## src/rtl/wsc_map.vh

```
/*
 Constants of the wiper serial command unit: command codes, field
 positions, widths and reset values. Assumes inclusion by bare name.
*/
`ifndef WSC_MAP_VH
`define WSC_MAP_VH
`define WSC_FRAME_BITS 24
`define WSC_WIPER_BITS 10
`define WSC_CMD_MSB 23
`define WSC_CMD_LSB 20
`define WSC_ADR_MSB 19
`define WSC_ADR_LSB 16
`define WSC_DAT_MSB 15
`define WSC_CMD_NOP 4'h0
`define WSC_CMD_RESTORE 4'h1
`define WSC_CMD_STORE 4'h2
`define WSC_CMD_SPARE_STORE 4'h3
`define WSC_CMD_RESET 4'h8
`define WSC_CMD_SPARE_READ 4'h9
`define WSC_CMD_WIPER_READ 4'hA
`define WSC_CMD_WRITE 4'hB
`define WSC_CMD_SHIFT_LEFT 4'hC
`define WSC_CMD_INCREMENT 4'hE
`define WSC_SPARE_FIRST 4'h2
`define WSC_SPARE_WORDS 16
`define WSC_WIPER_RESET 10'h200
`define WSC_WIPER_FULL 10'h3FF
`define WSC_BIT_RESET 5'h00
`define WSC_BIT_LAST 5'h17
`endif

```

## src/rtl/wsc_unit.v

```verilog
/*
 Serial command decoder of a 1024-position digital potentiometer with
 a wiper register, a nonvolatile wiper copy and spare nonvolatile words.
 Assumes serial pins from outside the ref_clk_i domain; they are
 synchronised and the serial clock edges are found by sampling.
 Data is taken on rising serial clock edges and changed on falling.
*/
`timescale 1ns/1ps
`include "wsc_map.vh"

module wsc_unit (
   // Clock and reset
   input wire ref_clk_i,
   input wire rstn_i,
   // Serial port
   input wire sclk_i,
   input wire csn_i,
   input wire sdi_i,
   output reg sdo_o,
   // Protection and preset pins
   input wire write_protect_n_i,
   input wire preset_recall_pin_n_i,
   // Wiper state
   output wire [9:0] wiper_setting_o,
   output wire read_power_mode_o
);

   reg [2:0] sclk_s1_q, sclk_s2_q;
   reg [2:0] csn_s1_q, csn_s2_q;
   reg [2:0] sdi_s1_q, sdi_s2_q;
   reg [2:0] pr_s1_q, pr_s2_q;
   reg sclk_old_q, csn_old_q, pr_old_q;
   reg [23:0] shift_q;
   reg [23:0] out_q;
   reg [4:0] bits_q;
   reg [9:0] wiper_setting_register_q;
   reg [9:0] nv_wiper_q;
   reg [15:0] nonvolatile_store_q [0:15];
   reg read_mode_q;
   reg boot_q;
   reg [23:0] word;
   reg [3:0] cmd, adr;
   reg [23:0] next_out;
   reg write_protect_n_s, wp_s1_q;
   integer k;

   wire sclk_s = sclk_s2_q[0];
   wire csn_s = csn_s2_q[0];
   wire sdi_s = sdi_s2_q[0];
   wire pr_s = pr_s2_q[0];
   wire rise = sclk_s & ~sclk_old_q & ~csn_s;
   wire fall = ~sclk_s & sclk_old_q & ~csn_s;
   wire frame_end = csn_s & ~csn_old_q;
   wire nv_ok = write_protect_n_s;

   assign wiper_setting_o = wiper_setting_register_q;
   assign read_power_mode_o = read_mode_q;

   function [9:0] wsc_sat_add;
      input [10:0] v;
      begin
         wsc_sat_add = v[10] ? `WSC_WIPER_FULL : v[9:0];
      end
   endfunction

   always @(posedge ref_clk_i or negedge rstn_i) begin
      if (!rstn_i) begin
         sclk_s1_q <= 3'h0;
         sclk_s2_q <= 3'h0;
         csn_s1_q <= 3'h7;
         csn_s2_q <= 3'h7;
         sdi_s1_q <= 3'h0;
         sdi_s2_q <= 3'h0;
         pr_s1_q <= 3'h7;
         pr_s2_q <= 3'h7;
         wp_s1_q <= 1'b0;
         write_protect_n_s <= 1'b0;
         sclk_old_q <= 1'b0;
         csn_old_q <= 1'b1;
         pr_old_q <= 1'b1;
      end else begin
         sclk_s1_q <= {2'h0, sclk_i};
         sclk_s2_q <= sclk_s1_q;
         csn_s1_q <= {2'h0, csn_i};
         csn_s2_q <= csn_s1_q;
         sdi_s1_q <= {2'h0, sdi_i};
         sdi_s2_q <= sdi_s1_q;
         pr_s1_q <= {2'h0, preset_recall_pin_n_i};
         pr_s2_q <= pr_s1_q;
         wp_s1_q <= write_protect_n_i;
         write_protect_n_s <= wp_s1_q;
         sclk_old_q <= sclk_s;
         csn_old_q <= csn_s;
         pr_old_q <= pr_s;
      end
   end

   always @* begin
      word = shift_q;
      cmd = shift_q[`WSC_CMD_MSB:`WSC_CMD_LSB];
      adr = shift_q[`WSC_ADR_MSB:`WSC_ADR_LSB];
      next_out = shift_q;
      if (cmd == `WSC_CMD_SPARE_READ) begin
         next_out = {shift_q[23:16], nonvolatile_store_q[adr]};
      end else if (cmd == `WSC_CMD_WIPER_READ) begin
         next_out = {shift_q[23:16], 6'h00, wiper_setting_register_q};
      end
   end

   always @(posedge ref_clk_i or negedge rstn_i) begin
      if (!rstn_i) begin
         shift_q <= 24'h000000;
         out_q <= 24'h000000;
         bits_q <= `WSC_BIT_RESET;
         sdo_o <= 1'b0;
         wiper_setting_register_q <= `WSC_WIPER_RESET;
         nv_wiper_q <= `WSC_WIPER_RESET;
         read_mode_q <= 1'b0;
         boot_q <= 1'b1;
         for (k = 0; k < `WSC_SPARE_WORDS; k = k + 1) begin
            nonvolatile_store_q[k] <= 16'h0000;
         end
      end else begin
         boot_q <= 1'b0;
         if (boot_q) begin
            wiper_setting_register_q <= nv_wiper_q;
         end
         if (pr_old_q & ~pr_s) begin
            wiper_setting_register_q <= nv_wiper_q;
         end
         if (csn_s) begin
            bits_q <= `WSC_BIT_RESET;
         end
         if (fall) begin
            sdo_o <= out_q[23];
            out_q <= {out_q[22:0], 1'b0};
         end
         if (rise) begin
            shift_q <= {shift_q[22:0], sdi_s};
            if (bits_q != `WSC_BIT_LAST + 5'h02) begin
               bits_q <= bits_q + 5'h01;
            end
         end
         if (~csn_s & csn_old_q) begin
            sdo_o <= out_q[23];
            out_q <= {out_q[22:0], 1'b0};
         end
         if (frame_end && bits_q == `WSC_BIT_LAST + 5'h01) begin
            out_q <= next_out;
            case (cmd)
               `WSC_CMD_NOP: begin
                  read_mode_q <= 1'b0;
               end
               `WSC_CMD_RESTORE: begin
                  wiper_setting_register_q <= nv_wiper_q;
                  read_mode_q <= 1'b1;
               end
               `WSC_CMD_STORE: begin
                  if (nv_ok) begin
                     nv_wiper_q <= wiper_setting_register_q;
                  end
               end
               `WSC_CMD_SPARE_STORE: begin
                  if (nv_ok) begin
                     nonvolatile_store_q[adr] <= word[15:0];
                  end
               end
               `WSC_CMD_WRITE: begin
                  wiper_setting_register_q <= word[9:0];
               end
               `WSC_CMD_INCREMENT: begin
                  wiper_setting_register_q <=
                     wsc_sat_add({1'b0, wiper_setting_register_q} +
                     11'h001);
               end
               `WSC_CMD_SHIFT_LEFT: begin
                  wiper_setting_register_q <=
                     wsc_sat_add({wiper_setting_register_q, 1'b0});
               end
               default: begin
                  if (cmd[3:2] == 2'b10 && cmd[1:0] == 2'b00) begin
                     wiper_setting_register_q <= nv_wiper_q;
                  end
               end
            endcase
         end
      end
   end

endmodule

```

## config.mk

```make
export PLATFORM = sky130hd
export DESIGN_NAME = wsc_unit
export DESIGN_NICKNAME = d
export VERILOG_FILES = /design/src/rtl/wsc_unit.v
export VERILOG_INCLUDE_DIRS = /design/src /design/src/rtl
export SDC_FILE = /design/constraint.sdc
export NUM_CORES = 1
export LEC_CHECK = 0
export BUFFER_PORTS_ARGS = -buffer_cell sky130_fd_sc_hd__buf_2
export CORE_ASPECT_RATIO = 0.9
export CORE_MARGIN = 2
export CORE_UTILIZATION = 43
export DETAILED_ROUTE_END_ITERATION = 8
export HOLD_SLACK_MARGIN = 0.05
export PLACE_DENSITY = 0.67
export SYNTH_ARGS = -nofsm -noshare
export SYNTH_HDL_FRONTEND = slang
export SYNTH_SLANG_ARGS = --single-unit
```

## constraint.sdc

```tcl
create_clock -name ref_clk_i -period 2.1 [get_ports ref_clk_i]
set_input_delay 0.21 -clock ref_clk_i [delete_from_list [all_inputs] [get_ports ref_clk_i]]
set_output_delay 0.21 -clock ref_clk_i [all_outputs]
set_load 0.02 [all_outputs]
```

=== Yosys cells after proc, flatten, opt, wreduce, memory -nomap -nowiden ===
Cells that the tools add are included.
W data, S select, Z words.

* Register bits after elaboration: 345
* Latch bits: 0
* RAM bits: 0
* Bits in read-only memories: 0
* Input port bits: 7
* Output and inout port bits: 12
* Word-level logic and storage cells: 101
* Memories: 0

* Add/subtract/negate cells: 2
* $mul: 0
* Div/mod/pow operators: 0
* Order comparisons: 2
* Eq/ne operators: 11
* Shift-type cells: 0
* Mux-type cells: 24
* Bitwise operators: 13
* Reductions and logical operators: 12

{| class="wikitable"
|+ Operators with widths
! kind !! number
|-
| $bwmux W256 || 1
|-
| $mux W16 || 5
|-
| $mux W24 || 3
|-
| $bmux W16 S4 || 1
|-
| $demux W16 S4 || 1
|-
| $mux W10 || 6
|-
| $pmux W10 S5 || 1
|-
| $eq A4 B4 Y1 const B || 5
|-
| $mux W5 || 3
|-
| $add A10 B1 Y11 const B || 1
|-
| $eq A4 B2 Y1 const B || 2
|-
| $and A1 B1 Y1 || 7
|-
| $reduce_and A3 Y1 || 2
|-
| $add A5 B1 Y5 const B || 1
|-
| $eq A5 B5 Y1 const B || 1
|-
| $ge A5 B5 Y1 const B || 1
|-
| $lt A5 B1 Y1 const B || 1
|-
| $ne A5 B5 Y1 const B || 1
|-
| $not A1 Y1 || 5
|-
| $not A4 Y5 || 1
|-
| $eq A4 B1 Y1 const B || 1
|-
| $logic_not A4 Y1 || 1
|-
| $reduce_bool A2 Y1 || 2
|-
| $logic_and A1 B1 Y1 || 3
|-
| other kinds (7) || 8
|}

=== Depth between registers and ports, before layout ===
Gate-level depths: netlist of run 1.

* Depth after elaboration: 6
* Gate-level depth with buffers: 8

=== Worst setup path after synthesis of run 1 ===
Ideal clock, no wire load.

* Path type: register -> register
* From: register csn_s2_q[0]
* To: register nv_wiper_q[0]
* Library setup time: 125 ps
* Data arrival time: 2092 ps
* Required time: 1975 ps
* Slack: -117 ps
* Cell stages (with the launch flop): 7
* Period minus slack after synthesis: 2217 ps
* Cells stage by stage: dfstp_2 > buf_4 > nand3b_1 > nor2_1 > and4_1 > buf_2 > mux2_2

* Longest elaborated chain between the ends: 3

{| class="wikitable"
|+ Ends and longest elaborated chain
! item !! RTL line !! text
|-
| from (decl) || wsc_unit.v:29 || <nowiki>reg [2:0] csn_s1_q, csn_s2_q;</nowiki>
|-
| from (signal assigned) || wsc_unit.v:85 || <nowiki>csn_s2_q <= csn_s1_q;</nowiki>
|-
| $and A1 B1 Y1 || wsc_unit.v:53 || <nowiki>wire frame_end = csn_s & ~csn_old_q;</nowiki>
|-
| $logic_and A1 B1 Y1 || wsc_unit.v:148 || <nowiki>if (frame_end && bits_q == `WSC_BIT_LAST + 5'h01) begin</nowiki>
|-
| $reduce_and A3 Y1 (no source line) || n/a ||
|-
| to (signal assigned) || wsc_unit.v:117 || <nowiki>nv_wiper_q <= `WSC_WIPER_RESET;</nowiki>
|-
| to (signal assigned) || wsc_unit.v:160 || <nowiki>nv_wiper_q <= wiper_setting_register_q;</nowiki>
|-
| to (decl) || wsc_unit.v:37 || <nowiki>reg [9:0] nv_wiper_q;</nowiki>
|}

No other way between the ends.
A chain may end at the register's enable or synchronous reset.

=== Worst setup path after layout of run 1 ===
* From: register bits_q[0]
* To: register nonvolatile_store_q[228] in the netlist's numbering

* Longest elaborated chain between the ends: 3

{| class="wikitable"
|+ Ends and longest elaborated chain
! item !! RTL line !! text
|-
| from (decl) || wsc_unit.v:35 || <nowiki>reg [4:0] bits_q;</nowiki>
|-
| from (signal assigned) || wsc_unit.v:114 || <nowiki>bits_q <= `WSC_BIT_RESET;</nowiki>
|-
| from (signal assigned) || wsc_unit.v:132 || <nowiki>bits_q <= `WSC_BIT_RESET;</nowiki>
|-
| from (signal assigned) || wsc_unit.v:141 || <nowiki>bits_q <= bits_q + 5'h01;</nowiki>
|-
| $eq A5 B5 Y1 || wsc_unit.v:148 ||
|-
| $logic_and A1 B1 Y1 || wsc_unit.v:148 ||
|-
| $reduce_and A3 Y1 (no source line) || n/a ||
|-
| to (signal, indexed assignment) || wsc_unit.v:165 || <nowiki>nonvolatile_store_q[adr] <= word[15:0];</nowiki>
|-
| to (decl) || wsc_unit.v:38 || <nowiki>reg [15:0] nonvolatile_store_q [0:15];</nowiki>
|}

No other way between the ends.

==> results of run 1 <==
[metal layers]
metal / wire [um] / up-vias / track usage / share of wire
li1: - / 4788 / - / -
met1: 19900 / 5770 / 0.310 / 0.47
met5: 0 / - / 0 / 0
met3: 2510 / 58 / 0.0403 / 0.059
met4: 840 / 0 / 0.0479 / 0.020
met2: 19500 / 331 / 0.331 / 0.46
[where the power goes]
part / total (uW) / switching, uW / internal [uW]
Sequential: 6970 / 228 / 6740
Combinational: 947 / 636 / 310
Clock: 6660 / 2650 / 4010
Total: 14600 / 3510 / 11100
[worst max-delay path: stages (launching register included)]
cell,delay (ps)
sky130_fd_sc_hd__dfrtp_1,390
sky130_fd_sc_hd__inv_2,80
sky130_fd_sc_hd__ha_4,130
sky130_fd_sc_hd__and3b_2,200
sky130_fd_sc_hd__nand4_1,220
sky130_fd_sc_hd__buf_4,220
sky130_fd_sc_hd__buf_6,120
sky130_fd_sc_hd__nor2b_4,190
sky130_fd_sc_hd__clkbuf_16,210
sky130_fd_sc_hd__mux2_4,300
[layout by cell type, fill, tap and decap left out, types with 6 or more instances in the layout]
cell type	netlist	final
sky130_fd_sc_hd__a211oi_1	34	33
sky130_fd_sc_hd__a21boi_0	6	6
sky130_fd_sc_hd__a21oi_1	7	7
sky130_fd_sc_hd__a221oi_1	10	10
sky130_fd_sc_hd__a22o_1	21	20
sky130_fd_sc_hd__a31oi_1	11	11
sky130_fd_sc_hd__and3_1	10	8
sky130_fd_sc_hd__buf_12	0	35
sky130_fd_sc_hd__buf_2	26	17
sky130_fd_sc_hd__buf_4	4	88
sky130_fd_sc_hd__buf_6	9	16
sky130_fd_sc_hd__clkbuf_16	0	43
sky130_fd_sc_hd__clkbuf_8	0	7
sky130_fd_sc_hd__clkinv_2	0	6
sky130_fd_sc_hd__dfrtp_1	336	333
sky130_fd_sc_hd__dfstp_2	9	9
sky130_fd_sc_hd__dlygate4sd3_1	0	6
sky130_fd_sc_hd__inv_1	24	22
sky130_fd_sc_hd__mux2_2	280	239
sky130_fd_sc_hd__mux2_4	0	51
sky130_fd_sc_hd__mux2i_1	68	68
sky130_fd_sc_hd__mux4_2	42	42
sky130_fd_sc_hd__nand2_1	19	19
sky130_fd_sc_hd__nand3_1	12	12
sky130_fd_sc_hd__nand3b_1	6	6
sky130_fd_sc_hd__nor2_1	26	22
sky130_fd_sc_hd__nor2b_1	11	7
sky130_fd_sc_hd__nor3_1	6	6
sky130_fd_sc_hd__nor4_1	17	9
sky130_fd_sc_hd__nor4_4	3	6
sky130_fd_sc_hd__o21ai_0	25	25
sky130_fd_sc_hd__o221ai_1	9	9
sky130_fd_sc_hd__o22ai_1	32	31
[cell families (layout without fill, tap and decap cells)]
kind of cell / Yosys count / after routing / synth area share
flops: 345 / 345 / 0.524
other cells: 1 / 1 / 0.000227
xor+xnor: 6 / 6 / 0.00318
simple gates: 154 / 154 / 0.0588
mux: 401 / 401 / 0.297
buf+inv: 139 / 260 / 0.0386
compound gates: 176 / 176 / 0.0756
fa+ha+maj: 4 / 4 / 0.00303
[final timing paths]
check	from	to	depth (start not counted)
min reg2reg	sdi_s1_q[0]	sdi_s2_q[0]	0
min	rstn_i	nonvolatile_store_q[235]	2
min in group ref_clk_i	sdi_i	sdi_s1_q[0]	2
max reg2reg	bits_q[0]	nonvolatile_store_q[228]	9
max in group asynchronous	rstn_i	csn_s1_q[0]	3
max	bits_q[0]	nonvolatile_store_q[228]	9
[layout make-up]
type                    count  area, um^2  share of cell area
clock buffers              51        1090              0.0541
repair buffers            171        1860              0.0924
clock inverters            13         154             0.00764
flip-flops and latches    345        8650               0.429
multi-input cells         742        7690               0.382
well taps                 490         613              0.0304
inverters                  25        93.8             0.00466
[sequential cells by signal, summed over array words and instances, names as in the netlist, 5 cells and up]
signal and count:
nv_wiper_q 10, wiper_setting_o 10, nonvolatile_store_q 256, out_q 24, shift_q 24, bits_q 5
[per-stage QoR]
step           setup TNS (ps)  cell area [um^2]  total power, uW  utilization
3_3_place_gp             -945             18000             7970        0.473
5_1_grt                 -6800             20200            15100        0.529
2_1_floorplan           -39.4             16500             7440            -
6_report                -2160             20200            14600        0.529
4_1_cts                 -3.45             19500            14700        0.512
3_5_place_dp            -2420             18000             7990        0.473
[timing repair]
action                                  4_1_cts  5_1_grt
gates resized for setup                      21      109
endpoints found under the hold margin        61        0
setup buffers                                12       10
hold buffers                                  6        0
endpoints found under the setup margin       57      149
gates cloned                                  1        4
pin swaps                                     0       10
==> metrics list, run 1 <==
- Run status: complete, but fails checks
- The checks that failed: setup timing.
- Routability Congestion: 0.833
- Leakage power: 0.00922 uW
- CTS Sinks: 345
* Vias in the first global route: 11100
- CTS buffer count: 38
* Final-report hold violation count: 0
- Relative slew slack: 0.288
- Area of the core: 38100 um^2
- Dividing the final minimum period by the clock period gives 1.04.
- The worst setup path is captured at a register.
- Residual antenna-violating net count after detailed routing: 0
- Global-route usage over all layers: 0.213
* PortBufs: 18
* Average cell area after synthesis: 13.5 um^2
- Time the worst path needs with I/O delays and setup: 2190 ps
* First-pass iteration count of the detailed router: 5
- Counting instances in the post-synthesis netlist gives the leading cell types as sky130_fd_sc_hd__dfrtp_1 (336), sky130_fd_sc_hd__mux2_2 (280), sky130_fd_sc_hd__clkbuf_1 (69).
- Transition at the pin with the smallest max-transition slack: 1060 ps
* Arrival time of the worst setup path: 2590 ps
- Top-level port count: 19
- The Yosys step of the flow raised 0 warnings.
* Count of different cell masters after synthesis: 62
- Starting density of the core: 0.433
- Avg Vias per Cell: 5.96
* Leading post-synthesis cells by cell area: sky130_fd_sc_hd__dfrtp_1 (51%), sky130_fd_sc_hd__mux2_2 (19%), sky130_fd_sc_hd__mux4_2 (5.7%)
- Root Buffer Master: sky130_fd_sc_hd__clkbuf_16
* Initial antenna violation count: 0
* Width of the chip: 211 um
- Area added between synthesis and finish: 22.1%
* Largest net degree at the start of global routing: 68
- Row cnt: 68
- Across the routed clock network, the largest skew measured is 16.6 ps.
- The die covers 40000 um^2.
- Share of synthesized flip-flops with an asynchronous set or reset: 1.00
- The worst-case IR drop observed on VDD is 0.567 mV.
* Maximum number of buffers from clock root to sink: 3
* Cell accounting for the most synthesized area: sky130_fd_sc_hd__dfrtp_1
* Clock transition at the register clock pins on the worst setup and hold paths after CTS: 60 ps
- Maximum level of the CTS H-tree: 2
- Power spread over the standard cell area amounts to 723 nW/um^2.
* Final-report setup violation count: 52
- Post-synth design cell area: 16500 um^2
- Once routing completed, OpenROAD measured the worst setup slack at -90.0 ps.
- In the synthesized netlist, the number of instances is 1226.
- Critical path data required time: 2500 ps
- Area share of the leading cell type in the synthesized netlist: 0.509
- Of all nets on the critical path, the largest fanout is 8.
- Post-detailed-routing wire length: 42700 um
* Flip-flop and latch count after synthesis: 345
- Path class of the lowest-slack min-delay path: input port to asynchronous set/reset pin
- Setup repair after global routing could not meet its margin everywhere.
- Fraction of the yosys area taken by sequential cells: 0.524
- Once layout is complete, the cells apart from fillers number 1837.
* Global-route wire length before repair: 66000 um
- The final layout contains 1334 nets.
* Commonest register cell after synthesis: sky130_fd_sc_hd__dfrtp_1
- Detailed Place HPWL: 27200 um
- After detailed routing, the number of remaining DRC violations is 0.
* Insertion delay of the later-clocked pin in the worst-skew pair: 530 ps
* EDFF count, synth: 0
* Most frequently used cell type in the post-synthesis netlist: sky130_fd_sc_hd__dfrtp_1
- The detailed router finished its first iteration with 908 violations.
- The number of nets in the synthesized netlist is 1237.
- At the placement stage, the worst setup path has a slack of -216 ps.
* Number of max-cap violations: 0
* Fraction of layout cells with a size suffix above 1: 0.463
* Worst Setup Start Kind: register
- Max-slew violation count: 0
- Placed insts: 1743
- The critical path in this run is classified as register to register.
* Post-Route Hold Slack: 289 ps
* Vias after detailed routing: 10900
- 0 antenna diodes ended up in the layout.
* Register-to-register path setup slack: -90 ps
* Die Ht: 190 um
* Wire per inst: 23.2 um
- After filler insertion, the fill cell instance count of the layout stands at 3151.
- The total overflow left after global routing is 0.
- Derived from the worst setup path, the maximum achievable clock frequency is 457 MHz.
- TritonCTS built the clock tree.
Note: power is estimated with default switching activity, not from simulation.
==> run 2, diff against run 1 <==
--- a/config.mk
+++ b/config.mk
@@ -13,6 +13,7 @@
 export DETAILED_ROUTE_END_ITERATION = 8
 export HOLD_SLACK_MARGIN = 0.05
 export PLACE_DENSITY = 0.67
+export RECOVER_POWER = 25
 export SYNTH_ARGS = -nofsm -noshare
 export SYNTH_HDL_FRONTEND = slang
 export SYNTH_SLANG_ARGS = --single-unit
==> metrics list, run 2 (synthesized netlist as in run 1, its figures left out) <==
- The area of all placed cells without fillers is 20100 um^2 (-0.34%).
- Max-slew violation count: 0 (unchanged)
* Area enclosed by the die boundary: 40000 um^2 (unchanged)
* Die Ht: 190 um (unchanged)
- DP Area: 18000 um^2 (unchanged)
* Wire per inst: 23.3 um (+0.21%)
* Cell area power density: 725 nW/um^2 (+0.32%)
* Area used by sequential logic in the layout: 8650 um^2 (unchanged)
- The number of inserted diodes is 0 (unchanged).
- Sw power: 3530 uW (+0.32%)
* Insertion delay of the later-clocked pin in the worst-skew pair: 530 ps (about the same)
- The largest net degree at the start of global routing was 68 (unchanged).
- Violations in the final reports: setup timing
- The actual transition at the worst max-transition pin came to 1170 ps (+107 ps).
* Largest register by flop count: nonvolatile_store_q
- The total placed cells including tap cells is 1743 (unchanged).
- Final net count: 1334 (unchanged)
* Upper clock frequency limit: 452 MHz (-1.0%)
- Width of the chip: 211 um (unchanged)
* Cell-by-cell trace of the critical path: inv_2, ha_4, and3b_2, nand4_1, buf_4, buf_6, nor2b_4, clkbuf_16, mux2_4
* Maximum level of the CTS H-tree: 2 (unchanged)
* Final worst clock skew: 14.5 ps (-2.10 ps)
- Fraction of power spent switching nets: 0.242 (+0.000807)
* Commonest cells after routing, fill and taps aside: sky130_fd_sc_hd__dfrtp_1 (333), sky130_fd_sc_hd__mux2_2 (239), sky130_fd_sc_hd__buf_4 (88)
* Area of the core: 38100 um^2 (unchanged)
- The tightest min-delay check is of the input port to register type.
- The flip-flop count of the largest register, all copies and words added was 256 (unchanged).
* Unrepaired setup endpoints after global routing: yes
- Top-level port count: 19 (unchanged)
- Run status: complete, but fails checks
- The buffer depth of the longest clock path was 3 (unchanged).
* Global-route wire length before repair: 66000 um (unchanged)
* Worst hold path cell count: 2
* Internal power component: 11000 uW (-0.12%)
- Relative contribution of sequential cells to total power: 0.478 (about the same)
- Clock tree from TritonCTS: built
- The final critical path time including I/O delays and setup came to 2210 ps (+22.7 ps).
* Critical path fanouts, max: 8 (unchanged)
- The total detailed-routing wirelength came to 42800 um (+0.21%).
- The number of global-route vias before repair was 11100 (unchanged).
* Critical path's largest stage delay: 390 ps (about the same)
- The area of the multi-input gates came to 7690 um^2 (unchanged).
- Period utilization: 1.05 (+0.0108)
- Residual antenna-violating net count after detailed routing: 0 (unchanged)
* Post-route insts no fill: 1837 (unchanged)
* PortBufs: 18 (unchanged)
* Largest registers: nonvolatile_store_q x256, out_q x24, shift_q x24
- Detailed Place HPWL: 27200 um (unchanged)
- The count of TritonRoute iterations in the first routing pass is 7 (+2).
- Fraction of layout cells with a size suffix above 1: 0.462 (-0.000742)
- The slowest stage of the critical path is the sky130_fd_sc_hd__dfrtp_1 cell.
- Fin worst setup slack: -113 ps (-22.7 ps)
- CTS Sinks: 345 (unchanged)
- Comb power frac: 0.064 (about the same)
* Starting density of the core: 0.433 (unchanged)
- The hold violation count in the final report was 0 (unchanged).
- Remaining Overflow, GRT: 0 (unchanged)
- Arrival time of the worst setup path: 2620 ps (+30 ps)
- Stages on the worst setup path: 9 (unchanged)
- Row cnt: 68 (unchanged)
- The clock network power share came to 0.458 (about the same).
- Relative slew slack: 0.219 (-0.0686)
- Peak supply drop: 0.568 mV (+0.25%)
- CTS buffer count: 38 (unchanged)
- The remaining design rule violation count was 0 (unchanged).
- Drt initial violations: 896 (-1.3%)
* Initial antenna violation count: 0 (unchanged)
* Area added between synthesis and finish: 21.7%
- Final-report setup violation count: 79 (+52%)
- Worst Setup Start Kind: register
* Buffers & Inverters on Critical Path: 4 (unchanged)
- The clock slew at the register clock pins of the worst setup and hold paths is 60 ps (about the same).
* Vias after detailed routing: 10900 (-0.23%)
- Kind of critical path: register to register
- The routed via count divided by cell count was 5.95 (-0.23%).
- Critical path data required time: 2510 ps (about the same)
* Fill count: 3160 (+0.29%)
- The weighted congestion at the end of routability-driven global placement was 0.833 (unchanged).
- Global-route usage over all layers: 0.213 (unchanged)
- The static leakage power is 0.00920 uW (-0.26%).
- Root Buffer Master: sky130_fd_sc_hd__clkbuf_16
* Kind of end point of the critical path: register
- Most frequent standard cell in the layout excluding fill and tap cells: sky130_fd_sc_hd__dfrtp_1
- Top delay family on crit path: buffers and inverters
* FF-to-FF path depth: 9 (unchanged)
- Number of max-cap violations: 0 (unchanged)
-- run 2: cell count changes in the layout (fill, tap and decap cells not counted) --
| cell | delta |
|---|---|
| sky130_fd_sc_hd__clkbuf_4 | +1 |
| sky130_fd_sc_hd__buf_12 | -4 |
| sky130_fd_sc_hd__buf_8 | -1 |
| sky130_fd_sc_hd__dfstp_1 | +1 |
| sky130_fd_sc_hd__dfstp_2 | -1 |
| sky130_fd_sc_hd__clkbuf_2 | +4 |
-- run 2: what timing repair did --
item | in CTS | in global routing
resized for setup | 21 | 109
pin swaps | 0 | 10
hold buffers | 6 | 0
cloned | 1 | 4
endpoints found under the hold margin | 61 | 0
endpoints found under the setup margin | 57 | 149
buffers inserted | 12 | 10
-- run 2: layout make-up --
class / instances / share of cell area
Clock inverter: 13 / 0.00766
Timing Repair Buffer: 171 / 0.0893
Inverter: 25 / 0.00467
Multi-Input combinational cell: 742 / 0.383
Sequential cell: 345 / 0.431
Clock buffer: 51 / 0.0543
Tap cell: 490 / 0.0305
-- run 2: path summary, 6_finish.rpt --
kind	startpoint	endpoint	slack [ps]
worst max register to register	bits_q[0]	nonvolatile_store_q[228]	-110
worst min register to register	sdi_s1_q[0]	sdi_s2_q[0]	340
min in group asynchronous	rstn_i	nonvolatile_store_q[235]	480
worst min-delay path	sdi_i	sdi_s1_q[0]	330
max in group asynchronous	rstn_i	nonvolatile_store_q[166]	320
worst max-delay path	bits_q[0]	nonvolatile_store_q[228]	-110
-- run 2: stage by stage --
step	total power (uW)	utilization	TNS [ps]	worst slack, ps	hold WS (ps)
after floorplan	7440	-	-39.4	-4.38	-85.6
after global placement	7970	0.473	-945	-147	266
after detailed placement	7990	0.473	-2420	-216	266
after CTS	14700	0.512	-3.45	-3.45	287
after global routing	15100	0.527	-6800	-122	337
final	14600	0.527	-3340	-113	328
-- run 2: power by group through the flow --
stage / clock network (uW) / registers, uW / logic, uW
global route: 7050 / 6990 / 1020
floorplan: 0 / 6910 / 525
CTS: 6800 / 6970 / 925
global placement: 0 / 7080 / 887
detailed placement: 0 / 7090 / 907
finish: 6670 / 6970 / 930
-- run 2: per-layer routing --
metal	wire length, um	vias to the layer above	GRT usage
met5	0	-	0
met4	841	0	0.0479
met3	2320	65	0.0403
met2	19500	314	0.331
met1	20100	5755	0.310
li1	-	4788	-
